<file path="config.mk">
export PLATFORM = sky130hd
export DESIGN_NAME = sps_page_decoder
export DESIGN_NICKNAME = d
export VERILOG_FILES = /design/src/sps_pkg.sv /design/src/sps_page_decoder.sv
export VERILOG_INCLUDE_DIRS = /design/src
export SDC_FILE = /design/constraint.sdc
export NUM_CORES = 1
export LEC_CHECK = 0
export BUFFER_PORTS_ARGS = -buffer_cell sky130_fd_sc_hd__clkbuf_2
export CORE_MARGIN = 3
export CORE_UTILIZATION = 50
export DETAILED_ROUTE_END_ITERATION = 12
export PLACE_DENSITY_LB_ADDON = 0.1
export SYNTH_ARGS = -nofsm -noshare
export SYNTH_HDL_FRONTEND = slang
export SYNTH_SLANG_ARGS = --single-unit
</file>
<file path="constraint.sdc">
create_clock -name ref_clk_i -period 5.64 [get_ports ref_clk_i]
set_clock_uncertainty 0.1 [all_clocks]
set_input_delay 0.564 -clock ref_clk_i [delete_from_list [all_inputs] [get_ports ref_clk_i]]
set_output_delay 0.564 -clock ref_clk_i [all_outputs]
set_load 0.05 [all_outputs]
</file>
<file path="src/sps_defines.svh">
// Constants for the SFR page select decoder.
`ifndef SPS_DEFINES_SVH
`define SPS_DEFINES_SVH
`define SPS_PAGE_INDEX_ADDR 8'hac
`define SPS_PAGE_FIELD_MSB 3
`define SPS_PAGE_FIELD_LSB 0
`define SPS_PAGE_RESET 4'h0
`define SPS_PAGE_ZERO 4'h0
`define SPS_PAGE_ONE 4'h1
`define SPS_BANK_COUNT 13
`define SPS_SLOT_NONE 4'hf
`define SPS_ADDR_SERIAL_CTRL 8'h98
`define SPS_ADDR_SERIAL_BUF 8'h99
`define SPS_ADDR_SERIAL_CFG_A 8'h9a
`define SPS_ADDR_SERIAL_CFG_B 8'h9b
`define SPS_ADDR_PULLUP 8'hb4
`define SPS_ADDR_PORT_MODE 8'hb5
`define SPS_ADDR_TIMER_CTRL 8'hc8
`define SPS_ADDR_TIMER_MODE 8'hc9
`define SPS_ADDR_TIMER_RLD_LO 8'hca
`define SPS_ADDR_TIMER_RLD_HI 8'hcb
`define SPS_ADDR_TIMER_CNT_LO 8'hcc
`define SPS_ADDR_TIMER_CNT_HI 8'hcd
`define SPS_ADDR_PORT_LATCH 8'hf8
`endif

</file>
<file path="src/sps_pkg.sv">
// Types for the SFR page select decoder.
package sps_pkg;
  typedef enum logic [2:0] {
    SPS_PEND_NONE,
    SPS_PEND_INDEX,
    SPS_PEND_BANK,
    SPS_PEND_COMMON,
    SPS_PEND_ZERO
  } sps_pend_t;

  typedef struct packed {
    logic [3:0] page;
    logic bank_wr;
    logic bank_rd;
    logic bank_page;
    logic [3:0] bank_slot;
    logic com_wr;
    logic com_rd;
    logic [7:0] addr;
    logic [7:0] wdata;
    sps_pend_t pend;
    logic [7:0] rdata;
    logic rvalid;
  } sps_state_t;
endpackage : sps_pkg

</file>
<file path="src/sps_page_decoder.sv">
// SFR page index register and banked address decoder.
`timescale 1ns/1ns
`include "sps_defines.svh"

// Notes on behaviour
// RULE1: Low four bits of the page index pick the page; 0 and 1 decode.
// RULE2: Only pages 0 and 1 have banked register sets behind them.
// RULE3: Software writes zero into page index bits 7 to 4 every time.
// RULE4: Page index sits at 0xac; low field resets to zero, page 0.
// RULE5: Page 0 maps its 13 registers onto the shared banked addresses.
// RULE6: Page 1 maps 13 other registers onto those same banked addresses.
// RULE7: No hardware save or restore of the page index; only writes change it.
// RULE8: Software loads 0x00 or 0x01 first and preserves it around interrupts.
// RULE9: Non-banked addresses reach the common register whatever the page.
// RULE10: Banked addresses on pages 2 to f: writes dropped, reads zero.
module sps_page_decoder
  import sps_pkg::*;
(
  input wire logic ref_clk_i,
  input wire logic rst_i,
  input wire logic [7:0] sfr_addr_i,
  input wire logic sfr_wr_i,
  input wire logic sfr_rd_i,
  input wire logic [7:0] sfr_wdata_i,
  input wire logic [7:0] bank_rdata_i,
  input wire logic [7:0] common_rdata_i,
  output logic [7:0] sfr_rdata_o,
  output logic sfr_rvalid_o,
  output logic [3:0] page_index_o,
  output logic bank_wr_o,
  output logic bank_rd_o,
  output logic bank_page_o,
  output logic [3:0] bank_slot_o,
  output logic common_wr_o,
  output logic common_rd_o,
  output logic [7:0] fwd_addr_o,
  output logic [7:0] fwd_wdata_o
);

  // ==========================================================
  // Address decode
  // Slot numbers 0 to 12 name the banked registers in address order.
  function automatic logic [3:0] bank_slot_of(input logic [7:0] a);
    case (a)
      `SPS_ADDR_SERIAL_CTRL: bank_slot_of = 4'h0;
      `SPS_ADDR_SERIAL_BUF: bank_slot_of = 4'h1;
      `SPS_ADDR_SERIAL_CFG_A: bank_slot_of = 4'h2;
      `SPS_ADDR_SERIAL_CFG_B: bank_slot_of = 4'h3;
      `SPS_ADDR_PULLUP: bank_slot_of = 4'h4;
      `SPS_ADDR_PORT_MODE: bank_slot_of = 4'h5;
      `SPS_ADDR_TIMER_CTRL: bank_slot_of = 4'h6;
      `SPS_ADDR_TIMER_MODE: bank_slot_of = 4'h7;
      `SPS_ADDR_TIMER_RLD_LO: bank_slot_of = 4'h8;
      `SPS_ADDR_TIMER_RLD_HI: bank_slot_of = 4'h9;
      `SPS_ADDR_TIMER_CNT_LO: bank_slot_of = 4'ha;
      `SPS_ADDR_TIMER_CNT_HI: bank_slot_of = 4'hb;
      `SPS_ADDR_PORT_LATCH: bank_slot_of = 4'hc;
      default: bank_slot_of = `SPS_SLOT_NONE;
    endcase
  endfunction : bank_slot_of

  // RULE2: two pages implemented
  function automatic logic page_implemented(input logic [3:0] p);
    page_implemented = (p == `SPS_PAGE_ZERO) || (p == `SPS_PAGE_ONE);
  endfunction : page_implemented

  sps_state_t st;
  sps_state_t next_st;
  logic [3:0] slot;
  logic is_index;
  logic is_bank;
  logic page_ok;

  assign slot = bank_slot_of(sfr_addr_i);
  assign is_index = (sfr_addr_i == `SPS_PAGE_INDEX_ADDR);
  assign is_bank = (slot != `SPS_SLOT_NONE);
  assign page_ok = page_implemented(st.page);

  // ==========================================================
  // Next state
  always_comb begin
    next_st = st;
    next_st.bank_wr = 1'b0;
    next_st.bank_rd = 1'b0;
    next_st.com_wr = 1'b0;
    next_st.com_rd = 1'b0;
    next_st.rvalid = 1'b0;
    next_st.pend = SPS_PEND_NONE;
    next_st.addr = sfr_addr_i;
    next_st.wdata = sfr_wdata_i;
    // RULE7: index only on write
    // The page survives interrupts untouched, so handlers must save it.
    if (sfr_wr_i && is_index) begin
      // RULE3: upper bits dropped
      // Reserved upper bits are not stored; software keeps them zero.
      next_st.page = sfr_wdata_i[`SPS_PAGE_FIELD_MSB:`SPS_PAGE_FIELD_LSB];
    end
    // RULE5: page 0 banking
    // RULE6: page 1 banking
    if (is_bank && page_ok) begin
      next_st.bank_wr = sfr_wr_i;
      next_st.bank_rd = sfr_rd_i;
      // RULE1: page field decode
      next_st.bank_page = (st.page == `SPS_PAGE_ONE);
      next_st.bank_slot = slot;
    end
    // RULE9: common path unpaged
    if (!is_bank && !is_index) begin
      next_st.com_wr = sfr_wr_i;
      next_st.com_rd = sfr_rd_i;
    end
    if (sfr_rd_i) begin
      if (is_index) begin
        next_st.pend = SPS_PEND_INDEX;
      end else if (!is_bank) begin
        next_st.pend = SPS_PEND_COMMON;
      end else if (page_ok) begin
        next_st.pend = SPS_PEND_BANK;
      end else begin
        // RULE10: unmapped page reads
        next_st.pend = SPS_PEND_ZERO;
      end
    end
    // Read data is captured one cycle after the strobe so that the
    // peripheral answers combinationally from its registered strobe.
    case (st.pend)
      SPS_PEND_NONE: next_st.rdata = st.rdata;
      SPS_PEND_INDEX: next_st.rdata = {4'h0, st.page};
      SPS_PEND_BANK: next_st.rdata = bank_rdata_i;
      SPS_PEND_COMMON: next_st.rdata = common_rdata_i;
      SPS_PEND_ZERO: next_st.rdata = 8'h00;
      default: next_st.rdata = 8'h00;
    endcase
    next_st.rvalid = (st.pend != SPS_PEND_NONE);
  end

  // ==========================================================
  // State register
  always_ff @(posedge ref_clk_i) begin
    if (rst_i) begin
      // RULE4: page zero at reset
      st <= '0;
      st.page <= `SPS_PAGE_RESET;
      st.pend <= SPS_PEND_NONE;
    end else begin
      st <= next_st;
    end
  end

  assign sfr_rdata_o = st.rdata;
  assign sfr_rvalid_o = st.rvalid;
  assign page_index_o = st.page;
  assign bank_wr_o = st.bank_wr;
  assign bank_rd_o = st.bank_rd;
  assign bank_page_o = st.bank_page;
  assign bank_slot_o = st.bank_slot;
  assign common_wr_o = st.com_wr;
  assign common_rd_o = st.com_rd;
  assign fwd_addr_o = st.addr;
  assign fwd_wdata_o = st.wdata;

  // ==========================================================
  // Assertions
  // RULE1: page select decode
  page_decode_a: assert property ( // RULE1
    @(posedge ref_clk_i) disable iff (rst_i)
    (sfr_wr_i || sfr_rd_i) && is_bank && page_ok |=>
    (bank_wr_o || bank_rd_o) && bank_page_o == $past(st.page[0]))
    else $error("Banked strobe shows the wrong page.");

  // RULE2: two pages only
  two_pages_a: assert property ( // RULE2
    @(posedge ref_clk_i) disable iff (rst_i)
    (bank_wr_o || bank_rd_o) |-> $past(st.page) <= `SPS_PAGE_ONE)
    else $error("Bank strobe issued for an unimplemented page.");

  // RULE4: index reset value
  // Written as an implication on the reset level so that the very first
  // clock edge, before any reset has been seen, is not checked.
  index_reset_a: assert property ( // RULE4
    @(posedge ref_clk_i)
    rst_i |=> page_index_o == `SPS_PAGE_RESET)
    else $error("Page index not zero after reset.");

  // RULE4: index readback
  index_read_a: assert property ( // RULE4
    @(posedge ref_clk_i) disable iff (rst_i)
    sfr_rd_i && is_index && !sfr_wr_i |-> ##2
    sfr_rvalid_o && sfr_rdata_o == {4'h0, $past(page_index_o, 1)})
    else $error("Page index read returned the wrong value.");

  // RULE5: page 0 slots
  page0_map_a: assert property ( // RULE5
    @(posedge ref_clk_i) disable iff (rst_i)
    sfr_wr_i && is_bank && st.page == `SPS_PAGE_ZERO |=>
    bank_wr_o && !bank_page_o && bank_slot_o == $past(slot) &&
    bank_slot_o < `SPS_BANK_COUNT && fwd_wdata_o == $past(sfr_wdata_i))
    else $error("Page 0 write not routed to a page 0 slot.");

  // RULE6: page 1 slots
  page1_map_a: assert property ( // RULE6
    @(posedge ref_clk_i) disable iff (rst_i)
    sfr_wr_i && is_bank && st.page == `SPS_PAGE_ONE |=>
    bank_wr_o && bank_page_o && bank_slot_o == $past(slot))
    else $error("Page 1 write not routed to the page 1 slot.");

  // RULE7: index holds steady
  index_hold_a: assert property ( // RULE7
    @(posedge ref_clk_i) disable iff (rst_i)
    !(sfr_wr_i && is_index) |=> $stable(page_index_o))
    else $error("Page index changed without a write.");

  // RULE9: common ignores page
  common_path_a: assert property ( // RULE9
    @(posedge ref_clk_i) disable iff (rst_i)
    sfr_wr_i && !is_bank && !is_index |=>
    common_wr_o && !bank_wr_o && fwd_addr_o == $past(sfr_addr_i))
    else $error("Common write lost or sent to a bank.");

  // RULE9: common read timing
  common_read_a: assert property ( // RULE9
    @(posedge ref_clk_i) disable iff (rst_i)
    sfr_rd_i && !is_bank && !is_index |=>
    common_rd_o && !bank_rd_o ##1 sfr_rvalid_o)
    else $error("Common read strobe or reply missing.");

  // RULE10: unmapped page zero
  unmapped_a: assert property ( // RULE10
    @(posedge ref_clk_i) disable iff (rst_i)
    (sfr_wr_i || sfr_rd_i) && is_bank && !page_ok |=>
    !bank_wr_o && !bank_rd_o ##1 (sfr_rdata_o == 8'h00 || !sfr_rvalid_o))
    else $error("Unmapped page access reached a bank.");

  // RULE10: unmapped read zero
  unmapped_read_a: assert property ( // RULE10
    @(posedge ref_clk_i) disable iff (rst_i)
    sfr_rd_i && is_bank && !page_ok |-> ##2
    sfr_rvalid_o && sfr_rdata_o == 8'h00)
    else $error("Unmapped page read did not return zero.");

  page1_cov_c: cover property (@(posedge ref_clk_i) disable iff (rst_i)
    sfr_wr_i && is_index && sfr_wdata_i == 8'h01 ##[1:2]
    sfr_rd_i && is_bank);
  page0_cov_c: cover property (@(posedge ref_clk_i) disable iff (rst_i)
    bank_wr_o && !bank_page_o);
  unmapped_cov_c: cover property (@(posedge ref_clk_i) disable iff (rst_i)
    sfr_rd_i && is_bank && !page_ok);
  common_cov_c: cover property (@(posedge ref_clk_i) disable iff (rst_i)
    common_rd_o ##1 sfr_rvalid_o);

endmodule : sps_page_decoder

</file>
==> results of run 1 <==
==> state kept, by name, indices dropped and copies added, names as in the netlist, 3 cells and up <==
name	cells
fwd_addr_o	8
page_index_o	4
st	3
sfr_rdata_o	8
fwd_wdata_o	8
bank_slot_o	4
==> logic make-up (layout without fill, tap and decap cells) <==
family | Yosys count | after routing | share of synthesized area
AND/OR/NAND/NOR | 74 | 74 | 0.232
flip-flops | 41 | 41 | 0.455
buffers and inverters | 40 | 81 | 0.154
AO/OA/AOI/OAI | 21 | 21 | 0.0791
multiplexers | 8 | 8 | 0.0749
XOR/XNOR | 1 | 1 | 0.00486
==> routing by layer <==
| layer | GRT usage | share of wire | vias up |
|---|---|---|---|
| li1 | - | - | 679 |
| met1 | 0.237 | 0.45 | 609 |
| met2 | 0.250 | 0.47 | 49 |
| met3 | 0.0459 | 0.068 | 5 |
| met4 | 0.0533 | 0.0094 | 0 |
| met5 | 0 | 0 | - |
==> power breakdown <==
part,leakage [uW],total [uW],internal [uW],switching (uW)
combinational,0.000535,93.0,31.5,61.4
sequential,0.000337,307,301,6.60
clock,0.0000314,140,58.9,81.4
==> worst register-to-register path, delay by kind of cell (launching register included) <==
kind | cells | cell delay [ps]
AOI/OAI and AO/OA | 2 | 450
DFF | 1 | 360
and+or+nand+nor | 2 | 810
==> cell usage in the layout, fill, tap and decap left out, types with 2 or more instances in the layout <==
| cell type | count |
|---|---|
| or3_1 | 2 |
| dfxtp_1 | 41 |
| nand3b_1 | 4 |
| a21oi_1 | 10 |
| nand2_1 | 14 |
| nand3_1 | 5 |
| nor2b_1 | 21 |
| nand4_1 | 2 |
| nor2_1 | 12 |
| or2_2 | 2 |
| clkbuf_2 | 73 |
| mux4_2 | 4 |
| mux2_2 | 4 |
| nand2b_1 | 2 |
| nor3_1 | 3 |
| a22oi_1 | 5 |
| clkbuf_4 | 5 |
==> final cells by class <==
cell class                 instances  area (um^2)  area share
clock buffer                       7         55.1      0.0274
inverter                           1         3.75     0.00187
multi-input combinational        104          704       0.351
sequential                        41          821       0.409
tap                               46         57.6      0.0287
timing repair buffer              73          365       0.182
==> stage by stage <==
stage	instance area, um^2	utilization	hold WS [ps]	total power [uW]	setup slack, ps
final	2010	0.588	351	541	3450
after global routing	2010	0.588	350	567	3310
after CTS	2010	0.588	352	547	3470
after detailed placement	1950	0.571	346	408	3110
after global placement	1950	0.571	344	406	3230
after floorplan	1800	-	332	391	3400
==> path summary, 6_finish.rpt <==
path,start,to,cells after the start
setup / recovery,sfr_addr_i[1],page_index_o[1],6
hold / removal,sfr_wdata_i[5],fwd_wdata_o[5],2
setup reg to reg,page_index_o[3],bank_slot_o[1],4
hold reg to reg,bank_slot_o[0],bank_slot_o[0],2
==> summary.md, run 1 <==
| Metric | Value |
|---|---|
| Status | `complete, no violations` |
| Global placer's final weighted congestion | `0.973` |
| Die height | `66.1 um` |
| Cts hold-fix bufs | `0` |
| Vias post-DR | `approximately 1300` |
| Yosys warnings | `0` |
| Placed insts | `265` |
| Final hold violation count | `0` |
| Layout Nets | `262` |
| Area leader, netlist | `dfxtp_1` |
| Number of global-route vias before repair | `between 1000 and 1500` |
| Critical path's top delay family | `simple AND/OR/NAND/NOR gates` |
| IR drop worst, VDD | `approximately 0.00016 V` |
| Power Density | `approximately 270 nW/um^2` |
| H-tree depth | `2` |
| Vias/cell | `slightly below 5` |
| Post_cts resized | `0` |
| Crit. End Element | `flop` |
| Async set-reset flop share out of synthesis | `0` |
| Max_slew headroom | `0.254` |
| ANT cells | `0` |
| Cell row count | `21` |
| Postcts setup bufs | `0` |
| Synth area leaders | `dfxtp_1 46%, buf_4 13%, nor2b_1 7.3%, mux4_2 5.0%, nand2_1 2.9%` |
| Hpwl dp | `2.75 mm` |
| Main flop type after synthesis | `dfxtp_1` |
| Fillers | `327` |
| Cells after synthesis | `185` |
| Setup TNS | `0 ps` |
| Share of cells above drive strength 1 | `0.407` |
| CP max stage delay | `about 900 ps` |
| Slowest cell on crit path | `nor4_1` |
| EDFF count, synth | `0` |
| Mapped Area | `about 1800 um^2` |
| Final wirelength | `3.51 mm` |
| # IOs | `74` |
| Cts bufs inserted | `5` |
| Top cell by count, worst path | `nand2_1` |
| Clk_lat worst skew | `approximately 330 ps` |
| CP max FO | `8` |
| Die ar. | `4360 um^2` |
| Count leader, synth | `dfxtp_1` |
| Buf+Inv Stages, Crit Path | `1` |
| First-pass GRT wire length | `around 5.7 mm` |
| Root Buffer | `clkbuf_4` |
| Final period utilization | `0.387` |
| Max cap viols | `0` |
| Initial Utilization | `0.528` |
| CTS tree | `built` |
| Port bufs | `73` |
| DRT iter0 DRCs | `52` |
| Post-synth cell types | `33` |
| Crit path DAT | `2290 ps` |
| Fin. max-slew vios | `0` |
| DRT antenna net count | `0` |
| Die Wd | `between 60 and 70 um` |
| Core area | `3420 um^2` |
| Least-Margin Pin Slew | `~1100 ps` |
| Min-Delay Path Class | `input pin to flop` |
| Largest net degree at the start of global routing | `30` |
| Average size of a mapped cell | `9.75 um^2` |
| Top cell types by occurrence after synthesis | `41 x dfxtp_1, 32 x buf_4, 21 x nor2b_1` |
| Clock slew at reported path FFs | `100 ps` |
| Layout area overhead | `11.3%` |
| Sequential element share of the synthesized area | `0.455` |
| Remaining Overflow, GRT | `0` |
| Fin crit period | `2190 ps` |
| Net Count, Synth | `221` |
| Slack of the worst reg-to-reg path | `3850 ps` |
| Yosys top cell area share | `0.455` |
| Setup violations, final | `0` |
| RSZ-0062 raised after global routing | `no` |
| Max Fclk | `roughly 460 MHz` |
| Initial antenna violation count | `0` |
| Routed wire per std cell | `12.9 um` |
| Critical-path cell list | `clkbuf_2 > nand3b_1 > nor4_1 > nand2_1 > nand2_1 > a21oi_1` |
| Leak Pwr | `0.000904 uW` |
| Crit path launch type | `input pin` |
| Total global-route track usage | `0.169` |
| WS Path Type | `input pin to flop` |
| Non-Filler Instances | `around 270` |
| CTS max path bufs | `2` |
| Pre-antenna DRT Iters | `4` |
| DR DRC count | `0` |
| Seq cells post-synth | `around 40` |
| Worst Path Required | `5740 ps` |
| CTS Sinks | `41` |
(Power assumes the default switching activity.)
==> run 2, diff against run 1 <==
CORE_UTILIZATION = 43   (was 50)
clock period = 2 ns   (was 5.64 ns; I/O delays follow)
==> run 2 against run 1 <==
Against the previous run:
- clock power increased to 3.9 times the previous value
- critical path type is now flop to flop
- total power increased to 3.1 times the previous value
- worst setup slack lost 3200 ps
- combinational power rose to 3.0 times the previous value
- cell area increased by 5.2%
- largest power group unchanged
- die area is 15% higher
- flip-flop and latch count stayed put
- critical path depth fell by 2
==> summary.md, run 2 (synthesis results as in run 1) <==
| Metric | Value |
|---|---|
| Layout Nets | `271 (+3.4%)` |
| Worst Path Required | `2130 ps (-3610 ps)` |
| Share of cells above drive strength 1 | `0.434 (+0.0270)` |
| Global placer's final weighted congestion | `0.777 (-20%)` |
| RSZ-0062 raised after global routing | `no` |
| Max_slew headroom | `0.673 (+0.418)` |
| Crit path to | `bank_slot_o[1]` |
| CP max stage delay | `460 ps (-440 ps)` |
| H-tree depth | `2 (unchanged)` |
| Pre-antenna DRT Iters | `4 (unchanged)` |
| Leak Pwr | `0.000960 uW (+6.2%)` |
| # IOs | `74 (unchanged)` |
| First-pass GRT wire length | `6.31 mm (+12%)` |
| Slowest cell on crit path | `or3_1` |
| Clock slew at reported path FFs | `70 ps (-30 ps)` |
| Setup TNS | `0 ps (unchanged)` |
| CP Launch Point | `page_index_o[3]` |
| Max Fclk | `573 MHz` |
| Reg2reg end | `bank_slot_o[1]` |
| IR drop worst, VDD | `0.000471 V (+190%)` |
| Hpwl dp | `2.92 mm (+6.4%)` |
| Cts bufs inserted | `5 (unchanged)` |
| Clk_lat worst skew | `290 ps (-40 ps)` |
| Vias post-DR | `1370 (+2.1%)` |
| Number of global-route vias before repair | `1362 (+7.4%)` |
| Routed wire per std cell | `13.2 um (+2.6%)` |
| Largest net degree at the start of global routing | `18 (-40%)` |
| CTS tree | `built` |
| Least-Margin Pin Slew | `484 ps (-624 ps)` |
| Layout area overhead | `17.1%` |
| FF-to-FF path depth | `4 (unchanged)` |
| Cts hold-fix bufs | `0 (unchanged)` |
| Cell row count | `22 (+4.8%)` |
| Overall Power | `1680 uW (+210%)` |
| Post_cts resized | `0 (unchanged)` |
| Postcts setup bufs | `0 (unchanged)` |
| CP max FO | `5 (-3)` |
| Die ar. | `5010 um^2 (+15%)` |
| DRT iter0 DRCs | `95 (+83%)` |
| Most common cell after layout, fill and taps aside | `clkbuf_2` |
| Root Buffer | `clkbuf_8` |
| CTS Sinks | `41 (unchanged)` |
| Buf+Inv Stages, Crit Path | `0 (-1)` |
| Total global-route track usage | `0.156 (-0.0124)` |
| ANT cells | `0 (unchanged)` |
| Vias/cell | `4.84 (-1.9%)` |
| DR DRC count | `0 (unchanged)` |
| Die height | `70.8 um (+7.1%)` |
| Core area | `3850 um^2 (+13%)` |
| WP depth | `4 (-2)` |
| Fin. max-slew vios | `0 (unchanged)` |
| Remaining Overflow, GRT | `0 (unchanged)` |
| Port bufs | `73 (unchanged)` |
| Reg-to-reg startpoint | `page_index_o[3]` |
| Crit path DAT | `1870 ps (-420 ps)` |
| Final wirelength | `3.75 mm (+6.8%)` |
| Setup violations, final | `0 (unchanged)` |
| Status | `complete, no violations` |
| CTS max path bufs | `2 (unchanged)` |
| Critical-path cell list | `or3_1 > a41o_4 > or3_1 > a21oi_1` |
| Initial antenna violation count | `0 (unchanged)` |
| Crit path launch type | `flop` |
| Min-Delay Path Class | `input pin to flop` |
| DRT antenna net count | `0 (unchanged)` |
| Critical path's top delay family | `simple AND/OR/NAND/NOR gates` |
| Slack of the worst reg-to-reg path | `250 ps (-3600 ps)` |
| Fin crit period | `1750 ps` |
| Crit. End Element | `flop` |
| Most frequent cells in the layout | `73 x clkbuf_2, 41 x dfxtp_1, 21 x nor2b_1, 14 x nand2_1, 12 x nor2_1` |
| Final period utilization | `0.873` |
| Max cap viols | `0 (unchanged)` |
| Top cell by count, worst path | `or3_1` |
| WHS Path Cells | `2 (unchanged)` |
| Power Density | `797 nW/um^2 (+200%)` |
| Die Wd | `70.8 um (+7.1%)` |
| WS Path Type | `flop to flop` |
| Initial Utilization | `0.468 (-0.0600)` |
| Final hold violation count | `0 (unchanged)` |
-- run 2: worst reg2reg max path: cells and delay by family (launching register included) --
kind / cells / cell delay (ps)
simple gates: 2 / 810
compound gates: 2 / 430
flops: 1 / 350
-- run 2: metrics by stage --
stage / worst slack [ps] / utilization / cells / hold slack (ps) / area, um^2
after floorplan: 127 / - / 185 / 228 / 1800
after global placement: 105 / 0.525 / 276 / 310 / 2020
after detailed placement: 46.7 / 0.525 / 276 / 317 / 2020
after CTS: 246 / 0.548 / 283 / 11.8 / 2110
after global routing: 172 / 0.548 / 283 / 24.8 / 2110
final: 254 / 0.548 / 283 / 17.7 / 2110
-- run 2: layer usage --
metal | part of all wire | wire length [um] | track usage
met5 | 0 | 0 | 0
met4 | 0.013 | 49 | 0.0543
met3 | 0.073 | 274 | 0.0511
met2 | 0.49 | 1830 | 0.264
met1 | 0.42 | 1590 | 0.186
-- run 2: layout make-up --
type / instances / area (um^2)
fillers: 373 / 1740
flip-flops and latches: 41 / 821
multi-input cells: 104 / 704
repair buffers: 82 / 433
clock buffers: 6 / 82.6
well taps: 48 / 60.1
clock inverters: 1 / 7.51
inverters: 1 / 3.75
-- run 2: where the power goes --
part | total [uW] | internal, uW | switching [uW]
clock | 545 | 273 | 272
combinational | 276 | 97.1 | 179
sequential | 863 | 848 | 14.7
total | 1680 | 1220 | 466
-- run 2: worst min-delay path by stage --
stage,startpoint,end,slack [ps]
final,sfr_wdata_i[4],fwd_wdata_o[4],20
after detailed placement,sfr_wdata_i[4],fwd_wdata_o[4],320
after global placement,sfr_wdata_i[4],fwd_wdata_o[4],310
after global routing,sfr_wdata_i[7],fwd_wdata_o[7],20
after floorplan,sfr_addr_i[0],fwd_addr_o[0],230
after CTS,sfr_wdata_i[4],fwd_wdata_o[4],10
==> run 3, diff against run 2 <==
CTS_BUF_LIST = sky130_fd_sc_hd__clkbuf_16   (was unset)
CTS_CLUSTER_DIAMETER = 30   (was unset)
SETUP_SLACK_MARGIN = 0.4   (was unset)
==> run 3 against run 2 <==
Against the previous run:
- critical path depth is the same
- worst hold slack gained 16 ps
- cell area grew 6.1%
- maximum frequency grew 9.8%
- non-clock buffer count grew 2
- combinational power is essentially flat
- clock power grew 63%
- core utilization grew 3.3 points
- sequential power is essentially flat
- via count grew 1.3%
- clock-buffer cell count shrank 1
- die area is the same
==> summary.md, run 3 (synthesis results as in run 1) <==
| Metric | Value |
|---|---|
| Leak Pwr | `0.00101 uW (+5.4%)` |
| Max_slew headroom | `0.625 (-0.0480)` |
| Fin crit period | `1590 ps (-157 ps)` |
| Die ar. | `5010 um^2 (unchanged)` |
| Clk network pwr share | `0.437 (+0.113)` |
| Slowest cell on crit path | `or3_4` |
| Psw | `499 uW (+7.1%)` |
| # IOs | `74 (unchanged)` |
| Routed wire per std cell | `13.3 um (+0.85%)` |
| H-tree depth | `2 (unchanged)` |
| Cts bufs inserted | `5 (unchanged)` |
| RSZ-0062 raised after global routing | `yes` |
| Layout area overhead | `24.3%` |
| Min-Delay Path Class | `input pin to flop` |
| First-pass GRT wire length | `6.13 mm (-2.8%)` |
| Worst Path Required | `2110 ps (-20 ps)` |
| Hpwl dp | `2.92 mm (-0.17%)` |
| Share of cells above drive strength 1 | `0.471 (+0.0365)` |
| CP max FO | `5 (unchanged)` |
| WS Path Type | `flop to flop` |
| Layout Nets | `273 (+0.74%)` |
| CTS Sinks | `41 (unchanged)` |
| Core Util, Final | `0.581 (+0.0334)` |
| DRT iter0 DRCs | `48 (-49%)` |
| Crit path launch type | `flop` |
| Final period utilization | `0.795 (-0.0783)` |
| Largest net degree at the start of global routing | `22 (+4)` |
| Die Wd | `70.8 um (unchanged)` |
| Pre-antenna DRT Iters | `4 (unchanged)` |
| Clk_lat worst skew | `280 ps (about the same)` |
| Final hold violation count | `0 (unchanged)` |
| Die height | `70.8 um (unchanged)` |
| Max cap viols | `0 (unchanged)` |
| Total global-route track usage | `0.156 (-0.000571)` |
| Vias/cell | `4.85 (+0.25%)` |
| Max Fclk | `629 MHz (+9.8%)` |
| Initial Utilization | `0.468 (unchanged)` |
| Critical-path cell list | `or3_4 > a41o_4 > or3_1 > a21oi_1` |
| Gate power share | `0.138 (-0.026)` |
| Setup TNS | `0 ps (unchanged)` |
| Cts hold-fix bufs | `0 (unchanged)` |
| Initial antenna violation count | `0 (unchanged)` |
| Setup violations, final | `0 (unchanged)` |
| Crit. End Element | `flop` |
| CTS max path bufs | `2 (unchanged)` |
| CP max stage delay | `410 ps (-50 ps)` |
| ANT cells | `0 (unchanged)` |
| Most frequent cells in the layout | `73 x clkbuf_2, 39 x dfxtp_1, 21 x nor2b_1, 12 x nand2_1, 12 x nor2_1` |
| Final wirelength | `3.82 mm (+1.9%)` |
| Cell row count | `22 (unchanged)` |
| CTS tree | `built` |
| Port bufs | `73 (unchanged)` |
| Clock slew at reported path FFs | `60 ps (about the same)` |
| Global placer's final weighted congestion | `0.817 (+5.2%)` |
| Vias post-DR | `1388 (+1.3%)` |
| Fin. max-slew vios | `0 (unchanged)` |
| IR drop worst, VDD | `0.000473 V (+0.24%)` |
| DR DRC count | `0 (unchanged)` |
| WHS | `33.9 ps (+16.2 ps)` |
| Sequential share of power | `0.426 (-0.086)` |
| Remaining Overflow, GRT | `0 (unchanged)` |
| Most common cell after layout, fill and taps aside | `clkbuf_2` |
| Least-Margin Pin Slew | `559 ps (+74.4 ps)` |
| Core area | `3850 um^2 (unchanged)` |
| Status | `complete, no violations` |
| P_int | `1530 uW (+26%)` |
| Number of global-route vias before repair | `1357 (-0.37%)` |
| Root Buffer | `clkbuf_16` |
| Fillers | `355 (-4.8%)` |
| Power Density | `905 nW/um^2 (+14%)` |
| DRT antenna net count | `0 (unchanged)` |
| Switching Fraction | `0.246 (-0.0307)` |
| Crit path DAT | `1700 ps (-170 ps)` |
==> run 3: per-layer routing <==
layer / GRT usage / part of all wire / up-vias / routed length [um]
li1: - / - / 702 / -
met1: 0.178 / 0.42 / 634 / 1600
met2: 0.266 / 0.50 / 46 / 1900
met3: 0.0440 / 0.067 / 6 / 256
met4: 0.0752 / 0.016 / 0 / 61
met5: 0 / 0 / - / 0
==> run 3: timing repair <==
item,CTS,global route
pin swaps,3,2
endpoints found under the setup margin,1,5
setup buffers,3,1
gates resized for setup,3,8
==> run 3: area by class of cell <==
class	instances	area (um^2)	area share
timing repair buffer	84	455	0.203
sequential	41	826	0.369
multi-input combinational	104	729	0.326
inverter	1	3.75	0.00168
clock inverter	3	41.3	0.0184
clock buffer	5	125	0.0558
tap	48	60.1	0.0268
==> run 3: final timing paths <==
check / from / to / slack, ps / cells after the start
worst max-delay path: page_index_o[3] / bank_slot_o[1] / 410 / 4
worst min-delay path: sfr_wdata_i[5] / fwd_wdata_o[5] / 30 / 2
worst max register to register: page_index_o[3] / bank_slot_o[1] / 410 / 4
worst min register to register: bank_page_o / bank_page_o / 360 / 2
==> run 3: power groups by stage <==
| stage | logic [uW] | registers, uW | clock network, uW |
|---|---|---|---|
| 6_report | 279 | 863 | 886 |
| 5_1_grt | 297 | 867 | 940 |
| 4_1_cts | 277 | 864 | 907 |
| 3_5_place_dp | 274 | 883 | 0 |
| 3_3_place_gp | 270 | 881 | 0 |
| 2_1_floorplan | 215 | 890 | 0 |
==> run 3: per-stage QoR <==
stage,area (um^2),total power (uW),worst slack [ps],cells
2_1_floorplan,1810,1100,195,185
3_3_place_gp,2010,1150,142,274
3_5_place_dp,2010,1160,99.7,274
4_1_cts,2200,2050,387,285
5_1_grt,2240,2100,371,286
6_report,2240,2030,410,286
==> run 3: worst max-delay path, delay by kind of cell, from the launching register on <==
family | cells | cell delay, ps
AO/OA/AOI/OAI | 2 | 370
AND/OR/NAND/NOR | 2 | 720
flip-flops | 1 | 340
